==> config.mk <==
export PLATFORM = sky130hd
export DESIGN_NAME = tplm_tx_flat
export DESIGN_NICKNAME = d
export VERILOG_FILES = /design/src/rtl/tplm_pkg.sv /design/src/rtl/tplm_link_if.sv /design/src/rtl/tplm_tx.sv /design/src/flat_wrapper.sv
export SDC_FILE = /design/constraint.sdc
export NUM_CORES = 1
export LEC_CHECK = 0
export ABC_CLOCK_PERIOD_IN_PS = 1900
export BUFFER_PORTS_ARGS = -buffer_cell sky130_fd_sc_hd__buf_2
export CORE_AREA = 2 2 39 41
export CTS_BUF_LIST = sky130_fd_sc_hd__clkbuf_2 sky130_fd_sc_hd__clkbuf_4 sky130_fd_sc_hd__clkbuf_8
export DETAILED_ROUTE_END_ITERATION = 6
export DIE_AREA = 0 0 41 43
export GPL_ROUTABILITY_DRIVEN = 1
export PLACE_DENSITY = 0.89
export SLEW_MARGIN = 10
export SYNTH_ARGS = -nofsm -noshare
export SYNTH_HDL_FRONTEND = slang
export SYNTH_SLANG_ARGS = --single-unit
export TNS_END_PERCENT = 30
==> constraint.sdc <==
create_clock -name clock_in -period 1.9 [get_ports clock_in]
set_input_delay 0.095 -clock clock_in [delete_from_list [all_inputs] [get_ports clock_in]]
set_output_delay 0.095 -clock clock_in [all_outputs]
set_load 0.01 [all_outputs]
==> src/rtl/tplm_pkg.sv <==
package tplm_pkg;

  // Configured and established link modes share one 3-bit encoding
  typedef enum logic [2:0] {
    TPLM_AUTO                 = 3'h0,
    TPLM_FULL_BANDWIDTH_MODE  = 3'h1,
    TPLM_LONG_REACH_MODE      = 3'h2,
    TPLM_LOW_POWER_SERIAL_ONLY_MODE     = 3'h3,
    TPLM_LOW_POWER_SERIAL_ETHERNET_MODE = 3'h4
  } tplm_mode_e;

  localparam int unsigned TPLM_MODE_W     = 3;
  localparam int unsigned TPLM_SERIAL_BAUD = 9600;
  localparam int unsigned TPLM_CLK_HZ     = 40_000_000;
  // Cycles per serial bit at the low-power serial rate
  localparam int unsigned TPLM_BAUD_DIV   = TPLM_CLK_HZ / TPLM_SERIAL_BAUD;
  localparam int unsigned TPLM_MAX_VIDEO_LINES_FULL  = 2160;
  localparam int unsigned TPLM_MAX_VIDEO_LINES_REACH = 1080;
  localparam int unsigned TPLM_MAX_VIDEO_HZ_REACH    = 60;

  // Joint resolution of both configured modes
  function automatic tplm_mode_e tplm_resolve(
    input tplm_mode_e tx_mode,
    input tplm_mode_e rx_mode,
    input logic       tx_video,
    input logic       lp_ethernet
  );
    tplm_mode_e res;
    res = TPLM_FULL_BANDWIDTH_MODE;
    if (tx_mode == TPLM_LOW_POWER_SERIAL_ONLY_MODE ||
        rx_mode == TPLM_LOW_POWER_SERIAL_ONLY_MODE) begin
      res = TPLM_LOW_POWER_SERIAL_ONLY_MODE;
    end else if (tx_mode == TPLM_LOW_POWER_SERIAL_ETHERNET_MODE ||
                 rx_mode == TPLM_LOW_POWER_SERIAL_ETHERNET_MODE) begin
      res = TPLM_LOW_POWER_SERIAL_ETHERNET_MODE;
    end else if (tx_mode == TPLM_LONG_REACH_MODE ||
                 rx_mode == TPLM_LONG_REACH_MODE) begin
      res = TPLM_LONG_REACH_MODE;
    end else if (tx_mode == TPLM_AUTO && rx_mode == TPLM_AUTO) begin
      // Both automatic: never long reach, video decides
      if (tx_video) begin
        res = TPLM_FULL_BANDWIDTH_MODE;
      end else if (lp_ethernet) begin
        res = TPLM_LOW_POWER_SERIAL_ETHERNET_MODE;
      end else begin
        res = TPLM_LOW_POWER_SERIAL_ONLY_MODE;
      end
    end
    return res;
  endfunction

  // Channel enables carried by the link for a given mode
  function automatic logic [3:0] tplm_channels(input tplm_mode_e m);
    logic [3:0] ch;
    ch = 4'h0;
    unique case (m)
      TPLM_FULL_BANDWIDTH_MODE,
      TPLM_LONG_REACH_MODE:                ch = 4'hF;
      TPLM_LOW_POWER_SERIAL_ETHERNET_MODE: ch = 4'h3;
      TPLM_LOW_POWER_SERIAL_ONLY_MODE:     ch = 4'h1;
      default:                             ch = 4'h0;
    endcase
    return ch;
  endfunction

  // Channel bit positions: serial, ethernet, audio, video
  localparam int unsigned TPLM_CH_SERIAL = 0;
  localparam int unsigned TPLM_CH_ETH    = 1;
  localparam int unsigned TPLM_CH_AUDIO  = 2;
  localparam int unsigned TPLM_CH_VIDEO  = 3;

endpackage

==> src/rtl/tplm_link_if.sv <==
`timescale 1ns/1ps
// Negotiation link between transmitter and receiver controllers
interface tplm_link_if;
  import tplm_pkg::*;
  logic [2:0] tx_cfg;      // Transmitter configured mode
  logic       tx_video;    // Transmitter has valid video input
  logic       tx_lp_eth;   // Auto fallback prefers serial plus ethernet
  logic       prop_valid;  // Initiator proposes a mode
  logic [2:0] prop_mode;
  logic       rx_ack;      // Receiver accepts proposal
  logic [2:0] rx_cfg;      // Receiver configured mode
  logic       rx_prop_valid; // Receiver initiates (manual receiver)
  logic [2:0] rx_prop_mode;
  logic       tx_ack;

  modport tx_end (
    output tx_cfg, tx_video, tx_lp_eth, prop_valid, prop_mode, tx_ack,
    input  rx_ack, rx_cfg, rx_prop_valid, rx_prop_mode
  );
  modport rx_end (
    input  tx_cfg, tx_video, tx_lp_eth, prop_valid, prop_mode, tx_ack,
    output rx_ack, rx_cfg, rx_prop_valid, rx_prop_mode
  );
endinterface

==> src/rtl/tplm_tx.sv <==
`timescale 1ns/1ps
// Transmitter end: initiates unless the receiver alone is manual
module tplm_tx
  import tplm_pkg::*;
(
  input  wire logic       clock_in,
  input  wire logic       rst_in,
  input  wire logic [2:0] cfg_mode_in,
  input  wire logic       video_in,
  input  wire logic       lp_eth_in,
  tplm_link_if.tx_end     link,
  output logic [2:0]      link_mode_out,
  output logic [3:0]      chan_en_out,
  output logic            busy_out
);

  typedef enum logic [1:0] {
    TPLM_T_IDLE  = 2'b00,
    TPLM_T_OFFER = 2'b01,
    TPLM_T_ACK   = 2'b10
  } tplm_tstate_e;

  tplm_tstate_e state;
  tplm_mode_e   cfg;
  tplm_mode_e   target;
  tplm_mode_e   mode;
  logic         video_s1;
  logic         video_s2;
  logic         rx_only_manual;

  always_comb begin
    if (cfg_mode_in <= 3'h4) begin
      cfg = tplm_mode_e'(cfg_mode_in);
    end else begin
      cfg = TPLM_AUTO;
    end
  end

  // Video presence is a pin, synchronised before use
  always_ff @(posedge clock_in) begin
    if (rst_in) begin
      video_s1 <= 1'b0;
      video_s2 <= 1'b0;
    end else begin
      video_s1 <= video_in;
      video_s2 <= video_s1;
    end
  end

  assign rx_only_manual = (cfg == TPLM_AUTO) && (link.rx_cfg != 3'h0);
  assign target = tplm_resolve(cfg, tplm_mode_e'(link.rx_cfg),
                               video_s2, lp_eth_in);

  // Propose on change, commit on acknowledge; follow a receiver that alone is manual
  always_ff @(posedge clock_in) begin
    if (rst_in) begin
      state <= TPLM_T_IDLE;
      mode  <= TPLM_LOW_POWER_SERIAL_ONLY_MODE;
    end else begin
      unique case (state)
        TPLM_T_IDLE: begin
          if (rx_only_manual) begin
            if (link.rx_prop_valid) begin
              state <= TPLM_T_ACK;
            end
          end else if (target != mode) begin
            state <= TPLM_T_OFFER;
          end
        end
        TPLM_T_OFFER: begin
          if (link.rx_ack) begin
            mode  <= target;
            state <= TPLM_T_IDLE;
          end
        end
        TPLM_T_ACK: begin
          mode  <= tplm_mode_e'(link.rx_prop_mode);
          state <= TPLM_T_IDLE;
        end
        default: state <= TPLM_T_IDLE;
      endcase
    end
  end

  assign link.tx_cfg     = cfg;
  assign link.tx_video   = video_s2;
  assign link.tx_lp_eth  = lp_eth_in;
  assign link.prop_valid = (state == TPLM_T_OFFER);
  assign link.prop_mode  = target;
  assign link.tx_ack     = (state == TPLM_T_ACK);

  assign link_mode_out = mode;
  assign chan_en_out   = tplm_channels(mode);
  assign busy_out      = (state != TPLM_T_IDLE);

endmodule // tplm_tx

==> src/flat_wrapper.sv <==
// flat-port wrapper written by rule: the top's interface ports become plain ports
module tplm_tx_flat import tplm_pkg::*;
  (clock_in, rst_in, cfg_mode_in, video_in, lp_eth_in, link_mode_out, chan_en_out, busy_out, link_tx_cfg, link_tx_video, link_tx_lp_eth, link_prop_valid, link_prop_mode, link_tx_ack, link_rx_ack, link_rx_cfg, link_rx_prop_valid, link_rx_prop_mode);
  tplm_link_if link_i ();
  input  wire logic clock_in;
  input  wire logic rst_in;
  input  wire logic [2:0] cfg_mode_in;
  input  wire logic video_in;
  input  wire logic lp_eth_in;
  output logic [2:0] link_mode_out;
  output logic [3:0] chan_en_out;
  output logic busy_out;
  output wire logic [$bits(link_i.tx_cfg)-1:0] link_tx_cfg;
  output wire logic [$bits(link_i.tx_video)-1:0] link_tx_video;
  output wire logic [$bits(link_i.tx_lp_eth)-1:0] link_tx_lp_eth;
  output wire logic [$bits(link_i.prop_valid)-1:0] link_prop_valid;
  output wire logic [$bits(link_i.prop_mode)-1:0] link_prop_mode;
  output wire logic [$bits(link_i.tx_ack)-1:0] link_tx_ack;
  input wire logic [$bits(link_i.rx_ack)-1:0] link_rx_ack;
  input wire logic [$bits(link_i.rx_cfg)-1:0] link_rx_cfg;
  input wire logic [$bits(link_i.rx_prop_valid)-1:0] link_rx_prop_valid;
  input wire logic [$bits(link_i.rx_prop_mode)-1:0] link_rx_prop_mode;
  assign link_tx_cfg = link_i.tx_cfg;
  assign link_tx_video = link_i.tx_video;
  assign link_tx_lp_eth = link_i.tx_lp_eth;
  assign link_prop_valid = link_i.prop_valid;
  assign link_prop_mode = link_i.prop_mode;
  assign link_tx_ack = link_i.tx_ack;
  assign link_i.rx_ack = link_rx_ack;
  assign link_i.rx_cfg = link_rx_cfg;
  assign link_i.rx_prop_valid = link_rx_prop_valid;
  assign link_i.rx_prop_mode = link_rx_prop_mode;
  tplm_tx u_core (.clock_in(clock_in), .rst_in(rst_in), .cfg_mode_in(cfg_mode_in), .video_in(video_in), .lp_eth_in(lp_eth_in), .link(link_i), .link_mode_out(link_mode_out), .chan_en_out(chan_en_out), .busy_out(busy_out));
endmodule
After elaboration in Yosys (flattened, before gate mapping)
Cells that the tools add are included.
{ "totals": {"register_bits": 7, "input_bits": 15, "output_inout_bits": 18, "word_cells": 50} }
{ "op_classes": {"magnitude_cmp": 1, "n_eq_ne": 16, "muxes": 15, "n_reduce_logical": 14} }
{ "op_table": {"columns": ["cell", "n"], "rows": [
  ["3-bit two-way mux", 8],
  ["3-bit by 2-bit == test with 1-bit output, second input constant", 6],
  ["4-bit one-hot mux with 3 select lines", 1],
  ["3-bit == test, second input constant", 3],
  ["2-bit two-way mux", 4],
  ["3-bit zero test", 2],
  ["3-bit one-hot mux with 2 select lines", 1],
  ["2-bit one-hot mux with 2 select lines", 1],
  ["2-bit nonzero test", 2],
  ["3-bit by 1-bit == test with 1-bit output, second input constant", 1],
  ["3-bit less-or-equal comparator, second input constant", 1],
  ["1-bit logical OR", 3],
  ["3-bit by 1-bit != test with 1-bit output, second input constant", 1],
  ["3-bit != test", 1],
  ["3-bit != test, second input constant", 1],
  ["3-bit AND reduction", 1],
  ["3-bit nonzero test", 1],
  ["2-bit by 1-bit == test with 1-bit output, second input constant", 1],
  ["2-bit == test, second input constant", 1],
  ["1-bit logical AND", 2],
  ["2-bit zero test", 1],
  ["2-bit by 1-bit != test with 1-bit output, second input constant", 1],
  ["2-bit AND reduction", 1],
  ["2-bit OR reduction", 1]
]} }

Longest topological paths before layout
{ "depth": {"ltp_word": 12, "ltp_mapped": 6, "ltp_nobuf": 6} }

Worst setup path before layout
OpenSTA, ideal clock, no wires.
{ "synth_timing": {"path_type": "input -> register", "start": "input link_rx_cfg[2]", "end": "register u_core.state[0]", "setup_time_ns": 0.127, "arrival_time_ns": 1.444, "required_ns": 1.773, "path_slack_ns": 0.329, "cell_stages": 6, "path_buffers": 0, "path_cell_list": "or4_1 a211oi_1 o2111a_1 xor2_1 nor3b_1 a31oi_1"} }
{ "synth_between": {"elab_chain_len": 9, "elab_cells_between_ends": 20, "cone_classes": "6 x eq/ne; 6 x mux; 8 x reduce/logical"} }
{ "synth_rtl": {"columns": ["element", "line", "source"], "rows": [
  ["start, declared", "flat_wrapper.sv:20", "input wire logic [$bits(link_i.rx_cfg)-1:0] link_rx_cfg;"],
  ["3-bit zero test", "tplm_pkg.sv:39", "end else if (tx_mode == TPLM_AUTO && rx_mode == TPLM_AUTO) begin"],
  ["1-bit logical AND", "tplm_pkg.sv:39", null],
  ["3-bit two-way mux", "tplm_pkg.sv:39", null],
  ["3-bit two-way mux", "tplm_pkg.sv:36", "end else if (tx_mode == TPLM_LONG_REACH_MODE ||"],
  ["3-bit two-way mux", "tplm_pkg.sv:33", "end else if (tx_mode == TPLM_LOW_POWER_SERIAL_ETHERNET_MODE ||"],
  ["3-bit two-way mux (*)", "tplm_pkg.sv:30", "if (tx_mode == TPLM_LOW_POWER_SERIAL_ONLY_MODE ||"],
  ["net link_prop_mode[1]", "flat_wrapper.sv:17", "output wire logic [$bits(link_i.prop_mode)-1:0] link_prop_mode;"],
  ["3-bit != test (*)", "tplm_tx.sv:66", "end else if (target != mode) begin"],
  ["3-bit by 1-bit != test with 1-bit output (no line) (*)", null, null],
  ["3-bit AND reduction (no line) (*)", null, null],
  ["end signal, assigned", "tplm_tx.sv:64", "state <= TPLM_T_ACK;"],
  ["end signal, assigned", "tplm_tx.sv:67", "state <= TPLM_T_OFFER;"],
  ["end signal, assigned", "tplm_tx.sv:73", "state <= TPLM_T_IDLE;"],
  ["end, declared", "tplm_tx.sv:23", "tplm_tstate_e state;"]
]} }
Mark *: on every way through the listed nets, which the timed path passes. The rest lies on a longest branch.
A chain may end at the register's enable or synchronous reset.

Worst setup path in the final report
{ "layout_timing": {"start": "input link_rx_cfg[2]", "end": "register u_core.state[0]"} }
{ "layout_between": {"elab_chain_len": 9, "elab_cells_between_ends": 20, "cone_classes": "6 x eq/ne; 6 x mux; 8 x reduce/logical"} }
{ "layout_rtl": {"columns": ["element", "line"], "rows": [
  ["3-bit zero test", "tplm_pkg.sv:39"],
  ["1-bit logical AND", "tplm_pkg.sv:39"],
  ["3-bit two-way mux", "tplm_pkg.sv:39"],
  ["3-bit two-way mux", "tplm_pkg.sv:36"],
  ["3-bit two-way mux", "tplm_pkg.sv:33"],
  ["3-bit two-way mux", "tplm_pkg.sv:30"],
  ["3-bit != test", "tplm_tx.sv:66"],
  ["3-bit by 1-bit != test with 1-bit output (no line)", null],
  ["3-bit AND reduction (no line)", null]
]} }
Several ways; a longest one is shown, not always the timed one.

==> results.cfg <==
[synth]
synth_largest_area_cell = dfxtp_1
synth-seq-cells = 7
synthTopCellsByArea = dfxtp_1 (25%), nor2b_1 (7.7%), nor2_1 (6.6%), xnor2_1 (6.2%), o21ai_0 (4.4%)
syn_nets = 91
netlist_area_um2 = 568.0
yosys_warnings = 0
synthesis.instances = 76
synth_area_per_cell_um2 = 7.474
seq_area_frac_synth_pct = 24.67
synth.distinct_cells = 30
synthDominantCellAreaShare_pct = 24.67

[clock_tree]
cts-root-buf = clkbuf_4
cts-resized-gates = 0
clk_pin_slew_worst_paths_ns = 0.05
clk_path_buf_depth = 2
cts_setup_buffers = 0
numCtsBuffers = 3
cts-hold-fix-buffers = 0
cts_max_level = 1
worstSkewPairLatency_ns = 0.26
cts_tree = yes
cts_sinks = 7

[pwr]
p_leak_nw = 0.3618
peakVddDrop_uv = 360.7
p_total_uw = 510.9
p_per_area_mw_per_mm2 = 679.5

[routing]
drc = 0
drtAntennaViolNets = 0
viasPerCell = 5.252
wire_per_inst_um = 11.35
vias = 646
drt_iter0_drc = 7
first_pass_iters = 4
wirelength_um = 1396

[place]
dp_hpwl_um = 1073
post-place-ws_ns = 0.1155
place_congestion = 0.7875
io_buffers = 32

[die]
chipWidth_um = 41
chipHeight_um = 43
dieArea_mm2 = 0.001763
placementRows = 14
placeableCoreArea_mm2 = 0.001384
start_util_pct = 41.05
io_pins = 33

[sta]
worst_slack_ns = 0.3777
whs_ns = 0.05036
rsz0062_at_grt = false
slew_viol_final = 0
hold_violations = 0
fin_crit_sh_pct = 80.12
max_freq_mhz = 656.9
setup_viol = 0
finClkSkew_ns = 0.002305
relSlewSlack_pct = 71.75
max_slew.worst_pin.slew_ns = 0.4238
timing.setup.tns_ns = 0
min_period_ns = 1.522

[setup_path]
worstPathMaxFanout = 6
cp.arrival_ns = 1.66
cp-startpoint = link_rx_cfg[2]
critPathSlowestCell = or4_1
r2r_end = u_core.link_mode_out[2]
required_ns = 2.04
r2r_cells = 5
cpPeakStageDelay_ns = 0.52
start_kind = input port
cp_cell_sequence = buf_2, or4_1, a211oi_1, o2111a_1, xor2_1, nor3b_1, a31oi_1
critPathCapture = u_core.state[0]
reg2reg_slack_ns = 0.47
r2r_start = u_core.state[0]
endpoint_kind = register
path_class = input port to register

[global_routing]
grt_pass1_wl_um = 2187
grt_use_total_pct = 18.07
grt_pass1_vias = 555
grt_overflow = 0
antenna_found_initial = 0
grt_max_degree = 9

[flow_run]
drv_cap = 0

[outcome]
status = complete, no violations

[finish]
n_fill_cell = 135
drive_gt1_share_pct = 36.45
antennaDiodeCount = 0
syn_to_final_growth_pct = 32.38
nets = 123

[min_path]
hold_class = input port to register
min_path_cells = 2
-- cell usage in the layout (no fill, tap or decap), drive strengths merged, types with 2 or more instances in the layout --
| cell | count |
|---|---|
| a21o | 3 |
| clkbuf | 4 |
| nand2 | 5 |
| a21oi | 4 |
| xnor2 | 4 |
| o21ai | 5 |
| nand3b | 2 |
| buf | 32 |
| or2 | 2 |
| or4 | 2 |
| nor2b | 7 |
| dfxtp | 7 |
| nor2 | 10 |
| nor3b | 2 |
| a22o | 2 |
| a211oi | 2 |
-- cells by family after synthesis --
family	after synthesis	share of synthesized area (%)
buffers and inverters	6	5.285
and+or+nand+nor	36	35.68
AOI/OAI and AO/OA	21	24.89
xor gates and xnor gates	5	7.709
DFF	7	24.67
muxes	1	1.762
-- registers in the layout, indices dropped and copies added, names as in the netlist --
name and cells:
u_core.link.tx_video 1, u_core.link_mode_out 3, u_core.state 2, u_core.video_s1 1
-- routing by layer --
metal | GRT usage (%) | vias to the layer above | part of all wire, % | wire length, um
met5 | 0 | - | 0 | 0
li1 | - | 331 | - | -
met3 | 4.712 | 5 | 7.2 | 101
met1 | 21.54 | 288 | 44 | 611
met2 | 27.81 | 22 | 46 | 641
met4 | 10.00 | 0 | 2.9 | 41
-- synth_stat cells --
cell type	count
nor3_1	1
inv_1	1
o2111a_1	1
nand2_1	5
nor2_1	10
a211oi_1	2
a32oi_1	1
a31oi_1	1
xnor2_1	4
nand2b_1	1
a22oi_1	1
clkbuf_1	3
or3_4	1
nand3b_1	2
and2b_1	1
a21o_1	3
o21a_1	1
nor2b_1	7
a22o_1	2
and3_1	1
dfxtp_1	7
or4_1	2
o21ai_0	5
mux2i_1	1
nor4b_1	1
nor3b_1	2
buf_4	2
xor2_1	1
or2_2	2
a21oi_1	4
-- critical path: cells and delay by family --
kind | cells | cell delay, ns
simple gates | 2 | 0.72
compound gates | 3 | 0.62
buf+inv | 1 | 0.13
xor+xnor | 1 | 0.09
-- power breakdown --
group	switching, mW	internal [mW]	leakage, nW	total (mW)
sequential	0.0172	0.159	0.0576	0.176
clock	0.0606	0.0947	0.0184	0.155
combinational	0.0928	0.0865	0.286	0.179
total	0.171	0.340	0.362	0.511
-- area by class of cell --
type | instances | area [um2] | share of cell area [%]
clock buffers | 4 | 30.03 | 3.993
inverters | 1 | 3.754 | 0.4992
multi-input cells | 63 | 397.9 | 52.91
flip-flops and latches | 7 | 140.1 | 18.64
well taps | 16 | 20.02 | 2.662
repair buffers | 32 | 160.2 | 21.30
-- metrics by stage --
stage	utilization [%]	std cells	cell area, um2
after floorplan	-	76	568.0
after global placement	52.17	119	721.9
after detailed placement	52.17	119	721.9
after CTS	54.34	123	752.0
after global routing	54.34	123	752.0
final	54.34	123	752.0
-- worst min path at each step --
stage                  start                      end  slack (ns)
global placement    video_in          u_core.video_s1        0.30
global route        video_in          u_core.video_s1        0.07
finish              video_in          u_core.video_s1        0.05
CTS                 video_in          u_core.video_s1        0.05
detailed placement  video_in          u_core.video_s1        0.32
floorplan             rst_in  u_core.link_mode_out[2]        0.16
(Power assumes the default switching activity.)
